## src/verilog/homing_map.svh

```systemverilog
// homing sequencer constants: method codes and defaults
`ifndef HOMING_MAP_SVH
`define HOMING_MAP_SVH
`define HM_DEFAULT_METHOD 8'sh13
`define HM_FAST_SPEED_DEFAULT 32'h00002710
`define HM_SLOW_SPEED_DEFAULT 32'h00001388
`define HM_ACCEL_DEFAULT 32'h00001388
`define HM_TORQUE_LOW_MIN (-6)
`define HM_TORQUE_IDX_MAX (-1)
`define HM_SWITCH_MAX 14
`define HM_DIRECT_OFFSET 16
`define HM_DIRECT_MAX 32
`define HM_INDEX_NEG 33
`define HM_INDEX_POS 34
`define HM_HERE_MIN 35
`define HM_HERE_MAX 37
`endif

```

## src/verilog/homing_pkg.sv

```systemverilog
// homing sequencer types
package homing_pkg;
    typedef logic signed [7:0] method_t;
    typedef logic [31:0] speed_t;
    typedef enum logic [6:0] {
        ST_IDLE   = 7'h01,
        ST_SEEK   = 7'h02,
        ST_BACK   = 7'h04,
        ST_EDGE   = 7'h08,
        ST_INDEX  = 7'h10,
        ST_DONE   = 7'h20,
        ST_ERROR  = 7'h40
    } state_e;
endpackage

```

## src/verilog/homing_method_sequencer.sv

```systemverilog
// homing method sequencer: search speed, direction and home event per method code
`include "homing_map.svh"
module homing_method_sequencer #(
    parameter logic [31:0] FAST_SPEED_DEFAULT = `HM_FAST_SPEED_DEFAULT,
    parameter logic [31:0] SLOW_SPEED_DEFAULT = `HM_SLOW_SPEED_DEFAULT
) (
    // clock and reset
    input wire logic sys_clk_i,
    input wire logic sys_rst_i,
    // command
    input wire logic start_i,
    input wire homing_pkg::method_t method_i,
    input wire homing_pkg::speed_t fast_speed_i,
    input wire homing_pkg::speed_t slow_speed_i,
    input wire homing_pkg::speed_t accel_i,
    // sensors
    input wire logic neg_limit_i,
    input wire logic pos_limit_i,
    input wire logic home_sw_i,
    input wire logic index_i,
    input wire logic torque_limit_i,
    // motion profile
    output logic move_o,
    output logic dir_pos_o,
    output homing_pkg::speed_t speed_o,
    output homing_pkg::speed_t accel_o,
    output logic set_home_o,
    output logic busy_o,
    output logic done_o,
    output logic error_o
);
    import homing_pkg::*;

    state_e state_q, state_d;
    logic dir_q, dir_d;
    logic fast_q, fast_d;
    logic move_q, move_d;
    logic set_home_q, set_home_d;
    logic done_q, done_d;
    logic error_q, error_d;
    logic use_index_q, use_index_d;
    logic far_q, far_d;
    logic want_rise_q, want_rise_d;
    logic torque_q, torque_d;
    logic prev_sw_q;
    speed_t accel_q;

    // selected trigger level and its edges
    logic trig_now;
    logic trig_rise;
    logic trig_fall;
    method_t base;
    always_comb begin
        if (method_i > 8'sd`HM_DIRECT_OFFSET && method_i <= 8'sd`HM_DIRECT_MAX)
            base = method_t'(method_i - 8'sd`HM_DIRECT_OFFSET);
        else
            base = method_i;
    end
    always_comb begin
        trig_now = torque_q ? torque_limit_i :
                   (base == 8'sd1) ? neg_limit_i :
                   (base == 8'sd2) ? pos_limit_i : home_sw_i;
    end
    assign trig_rise = trig_now & ~prev_sw_q;
    assign trig_fall = ~trig_now & prev_sw_q;

    // sequence next-state logic
    always_comb begin
        state_d = state_q;
        dir_d = dir_q;
        fast_d = fast_q;
        move_d = move_q;
        set_home_d = 1'b0;
        done_d = done_q;
        error_d = error_q;
        use_index_d = use_index_q;
        far_d = far_q;
        want_rise_d = want_rise_q;
        torque_d = torque_q;
        case (state_q)
            ST_IDLE, ST_DONE, ST_ERROR: begin
                if (start_i) begin
                    done_d = 1'b0;
                    error_d = 1'b0;
                    torque_d = 1'b0;
                    far_d = 1'b0;
                    use_index_d = 1'b1;
                    want_rise_d = 1'b0;
                    fast_d = 1'b1;
                    move_d = 1'b1;
                    state_d = ST_SEEK;
                    if (method_i >= method_t'(`HM_TORQUE_LOW_MIN) && method_i <= method_t'(`HM_TORQUE_IDX_MAX)) begin
                        torque_d = 1'b1;
                        dir_d = method_i[0]; // odd codes run positive
                        fast_d = (method_i > -8'sd5);
                        use_index_d = (method_i >= -8'sd2);
                    end else if (base >= 8'sd1 && base <= 8'sd`HM_SWITCH_MAX) begin
                        dir_d = (base == 8'sd2) || (base == 8'sd3) || (base == 8'sd4) ||
                                (base == 8'sd7) || (base == 8'sd8) || (base == 8'sd9) || (base == 8'sd10);
                        want_rise_d = (base == 8'sd4) || (base == 8'sd6) || (base == 8'sd8) ||
                                      (base == 8'sd9) || (base == 8'sd12) || (base == 8'sd13);
                        far_d = (base == 8'sd13) || (base == 8'sd14);
                        use_index_d = (method_i <= 8'sd`HM_SWITCH_MAX);
                    end else if (method_i == 8'sd`HM_INDEX_NEG || method_i == 8'sd`HM_INDEX_POS) begin
                        dir_d = (method_i == 8'sd`HM_INDEX_POS);
                        fast_d = 1'b0;
                        state_d = ST_INDEX;
                    end else if (method_i >= 8'sd`HM_HERE_MIN && method_i <= 8'sd`HM_HERE_MAX) begin
                        move_d = 1'b0;
                        state_d = ST_DONE;
                        set_home_d = 1'b1;
                        done_d = 1'b1;
                    end else begin
                        move_d = 1'b0;
                        error_d = 1'b1;
                        state_d = ST_ERROR;
                    end
                end
            end
            ST_SEEK: begin
                // deceleration point reached: torque limit or selected switch
                if (trig_rise) begin
                    fast_d = 1'b0;
                    if (torque_q && method_i <= -8'sd5) begin
                        state_d = ST_DONE;
                    end else if (!torque_q && !use_index_q) begin
                        state_d = ST_DONE;
                    end else if (torque_q || base <= 8'sd2) begin
                        dir_d = ~dir_q;
                        state_d = ST_BACK;
                    end else if (want_rise_q && !far_q) begin
                        state_d = ST_INDEX; // the approach-side rise is the wanted edge itself
                    end else begin
                        if (!far_q) dir_d = ~dir_q; // back out through the approach side
                        state_d = ST_EDGE;
                    end
                    if (state_d == ST_DONE) begin
                        move_d = 1'b0;
                        set_home_d = 1'b1;
                        done_d = 1'b1;
                    end
                end
            end
            ST_BACK: begin
                // limit or torque released after reversal
                if (trig_fall) begin
                    if (torque_q && !use_index_q) begin
                        move_d = 1'b0;
                        set_home_d = 1'b1;
                        done_d = 1'b1;
                        state_d = ST_DONE;
                    end else begin
                        state_d = ST_INDEX;
                    end
                end
            end
            ST_EDGE: begin
                // home switch edge on the chosen side; a far-side rise needs a turn back to meet it
                if (far_q && want_rise_q && trig_fall) begin
                    dir_d = ~dir_q;
                end else if (want_rise_q ? trig_rise : trig_fall) begin
                    // turn once more so the index searched lies beyond the switch
                    if (far_q && want_rise_q) dir_d = ~dir_q;
                    state_d = ST_INDEX;
                end
            end
            ST_INDEX: begin
                if (index_i) begin
                    move_d = 1'b0;
                    set_home_d = 1'b1;
                    done_d = 1'b1;
                    state_d = ST_DONE;
                end
            end
            default: begin
                state_d = ST_IDLE;
                move_d = 1'b0;
            end
        endcase
    end

    // state registers
    always_ff @(posedge sys_clk_i or posedge sys_rst_i) begin
        if (sys_rst_i) begin
            state_q <= ST_IDLE;
            dir_q <= 1'b0;
            fast_q <= 1'b0;
            move_q <= 1'b0;
            set_home_q <= 1'b0;
            done_q <= 1'b0;
            error_q <= 1'b0;
            use_index_q <= 1'b0;
            far_q <= 1'b0;
            want_rise_q <= 1'b0;
            torque_q <= 1'b0;
            prev_sw_q <= 1'b0;
            accel_q <= 32'h00000000;
        end else begin
            state_q <= state_d;
            dir_q <= dir_d;
            fast_q <= fast_d;
            move_q <= move_d;
            set_home_q <= set_home_d;
            done_q <= done_d;
            error_q <= error_d;
            use_index_q <= use_index_d;
            far_q <= far_d;
            want_rise_q <= want_rise_d;
            torque_q <= torque_d;
            prev_sw_q <= trig_now;
            accel_q <= accel_i; // one setting for both ramps
        end
    end

    // speed register picks fast or slow setting
    speed_t speed_q;
    always_ff @(posedge sys_clk_i or posedge sys_rst_i) begin
        if (sys_rst_i)
            speed_q <= 32'h00000000;
        else
            speed_q <= move_d ? (fast_d ? fast_speed_i : slow_speed_i) : 32'h00000000;
    end

    assign move_o = move_q;
    assign dir_pos_o = dir_q;
    assign speed_o = speed_q;
    assign accel_o = accel_q;
    assign set_home_o = set_home_q;
    assign busy_o = move_q;
    assign done_o = done_q;
    assign error_o = error_q;
endmodule

```

## config.mk

```make
export PLATFORM = sky130hd
export DESIGN_NAME = homing_method_sequencer
export DESIGN_NICKNAME = d
export VERILOG_FILES = /design/src/verilog/homing_pkg.sv /design/src/verilog/homing_method_sequencer.sv
export VERILOG_INCLUDE_DIRS = /design/src /design/src/verilog
export SDC_FILE = /design/constraint.sdc
export NUM_CORES = 1
export LEC_CHECK = 0
export BUFFER_PORTS_ARGS = -buffer_cell sky130_fd_sc_hd__buf_2
export CAP_MARGIN = 0
export CORE_MARGIN = 3
export CORE_UTILIZATION = 35
export CTS_CLUSTER_DIAMETER = 120
export CTS_CLUSTER_SIZE = 20
export DETAILED_ROUTE_END_ITERATION = 8
export SKIP_CTS_REPAIR_TIMING = 1
export SLEW_MARGIN = 0
export SYNTH_ARGS = -nofsm -noshare
export SYNTH_HDL_FRONTEND = slang
export SYNTH_SLANG_ARGS = --single-unit
```

## constraint.sdc

```tcl
create_clock -name sys_clk_i -period 3.3 [get_ports sys_clk_i]
set_input_delay 0.825 -clock sys_clk_i [delete_from_list [all_inputs] [get_ports sys_clk_i]]
set_output_delay 0.825 -clock sys_clk_i [all_outputs]
set_load 0.01 [all_outputs]
```

==> impl_metrics.csv <==
group,metric,value,unit
status,status,"complete, no violations",
drt,drc,0,
critical_path,reg2reg_to,"speed_o[4]$_DFF_PP0_",
yosys,netlist_top_cells_area,"dfrtp_1 (52%), mux2i_1 (8.7%), nor2_1 (3.0%), nor2_2 (2.4%), nand2_1 (2.2%)",
finish,regArea,2050,µm²
finish,final_area,5310,µm²
clocking,cts.sinks,82,
sta,hold_viol,0,
pwr,switching_share,0.344,
die,fp.dieW,112,µm
sta,setup_viol,0,
critical_path,cpMostUsedCell,"buf_4",
critical_path,cp-end-kind,"register",
yosys,synthDominantCellAreaShare,0.520,
grt,grt_pass1_vias,3294,
yosys,synth.net_count,456,
sta,max_freq,332,MHz
pwr,seqPwrFrac,0.404,
sta,rsz0062_at_grt,"false",
die,placeableCoreArea,10600,µm²
sta,finClkSkew,0.00966,ns
sta,finalWorstSetupSlack,0.291,ns
placed_design,post-place-ws,-0.0474,ns
die,fp.dieArea,12400,µm²
sta,worst_slew_pin_slew,0.717,ns
critical_path,path_buf_inv,5,
die,ioPinCount,182,
finish,multi_input_area,1650,µm²
yosys,synthFlopType,"dfrtp_1",
pwr,comb_power_share,0.354,
hold_path,min_path_cells,1,
drt,drtIter0Drc,179,
critical_path,path_class,"primary input to register",
yosys,synth_area_per_cell,11.5,µm²
die,initial_core_util,0.369,
drt,vias,3308,
die,core.rowCount,37,
pwr,p_switching,0.957,mW
yosys,yosysTopAreaCell,"dfrtp_1",
critical_path,rrSetupSlack,0.47,ns
sta,tns,0,ns
drt,totalWireLength,10300,µm
finish,fill_cells,993,
pwr,power_density,523,nW/µm²
drt,ant_nets,0,
yosys,yosys.cell_count.top_type,"dfrtp_1",
hold_path,hp-start,"done_o$_DFFE_PP0P_",
placed_design,place_area,5130,µm²
critical_path,cp-startpoint,"method_i[4]",
placed_design,portBuffers,181,
pwr,intPower,1.82,mW
drt,vias_per_cell,4.83,
grt,grtUsageTotal,0.164,
finish,n_antenna_cell,0,
yosys,netlist_area,3900,µm²
critical_path,path_cells,"buf_2, inv_1, ha_1, nand3b_1, a211oi_2, buf_4, buf_4, a22o_2, a21oi_1, o31ai_1, o31ai_4, buf_12, mux2i_1, nor2_2",
finish,layout-drive-gt1-share,0.485,
clocking,cts_max_path_buffers,2,
clocking,path_clk_slew,0.08,ns
yosys,yosysSeqAreaShare,0.527,
hold_path,holdCritPathClass,"register to register",
critical_path,crit_path_max_fanout,16,
yosys,ys_top_cells_by_count,"dfrtp_1 (81), mux2i_1 (34), nor2_1 (31)",
yosys,async_reset_ff_frac,1.00,
sta,slew_violations,0,
grt,antenna_found_initial,0,
placed_design,gp_congestion,0.882,
clocking,htreeDepth,3,
drt,wire_per_inst,15.0,µm
hold_path,hold_end,"done_o$_DFFE_PP0P_",
finish,synthToLayoutAreaGrowth,36.4,%
pwr,power.leakage,2.77,nW
critical_path,cpLargestDelayFamily,"compound AO/OA/AOI/OAI gates",
critical_path,rr_worst_depth,8,
grt,grt_pass1_wl,16600,µm
critical_path,max_stage_delay,0.47,ns
critical_path,required,3.53,ns
sta,min_period,3.01,ns
critical_path,start_kind,"primary input",
critical_path,r2r-start,"state_q[4]$_DFFE_PP0P_",
yosys,synth_seq_cells,82,
critical_path,critPathSlowestCell,"o31ai_1",
flow_run,cap_violations,0,
drt,drtPass1Iterations,4,
yosys,synth_cells,339,
die,die_h,112,µm
yosys,synth-edff-count,0,
finish,utilization,0.503,
yosys,yosysWarnings,0,
grt,grt_max_degree,45,
clocking,insertion_delay,0.35,ns
critical_path,arrival,3.24,ns
clocking,cts-root-buf,"clkbuf_8",
sta,slew_headroom,0.522,
pwr,clkPwrFrac,0.242,
clocking,cts_tree,"built",
yosys,synth_cell_types,66,
placed_design,hpwl,8080,µm
grt,overflow,0,
finish,nets,661,
clocking,numCtsBuffers,9,
sta,fin_crit_sh,0.912,
pwr,ir_drop,0.328,mV
==> stage by stage <==
| stage | total power, mW | instances | hold WS (ns) |
|---|---|---|---|
| 2_1_floorplan | 1.83 | 339 | 0.484 |
| 4_1_cts | 2.83 | 685 | 0.483 |
| 3_3_place_gp | 2.12 | 669 | 0.460 |
| 3_5_place_dp | 2.13 | 669 | 0.462 |
| 5_1_grt | 2.96 | 685 | 0.518 |
| 6_report | 2.78 | 685 | 0.478 |
==> cells in the final DEF, fill, tap and decap left out, types with 4 or more instances in the layout <==
| master | instances |
|---|---|
| inv_1 | 9 |
| nor3_1 | 7 |
| nor2b_1 | 6 |
| buf_4 | 25 |
| nor2_1 | 31 |
| o22ai_1 | 4 |
| nand3_1 | 5 |
| nand2_1 | 23 |
| nor2_2 | 15 |
| buf_12 | 6 |
| o2111ai_1 | 4 |
| a31oi_1 | 5 |
| a21oi_1 | 7 |
| buf_2 | 181 |
| clkbuf_8 | 9 |
| a211oi_1 | 4 |
| nand4_1 | 4 |
| dfrtp_1 | 81 |
| a21o_1 | 7 |
| mux2i_1 | 34 |
| o211ai_1 | 4 |
| ha_1 | 5 |
| o21ai_0 | 10 |
==> power groups by stage <==
stage,Clock [mW],Sequential [mW],Combinational [mW]
finish,0.672,1.12,0.984
floorplan,0,1.15,0.676
global placement,0,1.14,0.981
detailed placement,0,1.14,0.989
global route,0.744,1.14,1.08
CTS,0.707,1.12,0.996
==> registers in the layout (all words and copies together), names as in the netlist <==
register     cells
torque_q         1
use_index_q      1
dir_pos_o        1
fast_q           1
speed_o         32
error_o          1
want_rise_q      1
far_q            1
done_o           1
state_q          7
set_home_o       1
accel_o         32
prev_sw_q        1
busy_o           1
==> routing by layer <==
layer / up-vias / global-route usage / part of all wire
li1: 1632 / - / -
met1: 1545 / 0.200 / 0.40
met2: 125 / 0.294 / 0.52
met3: 6 / 0.0397 / 0.066
met4: 0 / 0.0414 / 0.0087
met5: - / 0 / 0
==> final cells by class <==
type | instances | share of cell area
Multi-Input combinational cell | 227 | 0.310
Clock inverter | 7 | 0.0108
Tap cell | 136 | 0.0320
Inverter | 12 | 0.00919
Sequential cell | 82 | 0.386
Clock buffer | 9 | 0.0233
Timing Repair Buffer | 212 | 0.228
==> kinds of logic after synthesis <==
| kind of cell | count (synthesis) | share of synthesized area |
|---|---|---|
| and+or+nand+nor | 114 | 0.162 |
| DFF | 82 | 0.527 |
| AOI/OAI and AO/OA | 71 | 0.150 |
| muxes | 34 | 0.0873 |
| buffers and inverters | 30 | 0.0507 |
| adders and majority gates | 5 | 0.0161 |
| xor gates and xnor gates | 3 | 0.00674 |
==> worst max-delay path by stage <==
stage	endpoint	cells past startpoint	slack [ns]
2_1_floorplan	speed_o[0]$_DFF_PP0_	11	0.17
3_3_place_gp	speed_o[4]$_DFF_PP0_	14	-0.01
3_5_place_dp	speed_o[4]$_DFF_PP0_	13	-0.05
4_1_cts	speed_o[4]$_DFF_PP0_	14	0.30
5_1_grt	speed_o[0]$_DFF_PP0_	14	0.12
6_report	speed_o[4]$_DFF_PP0_	14	0.29
Power figures use the tool's default switching activity.
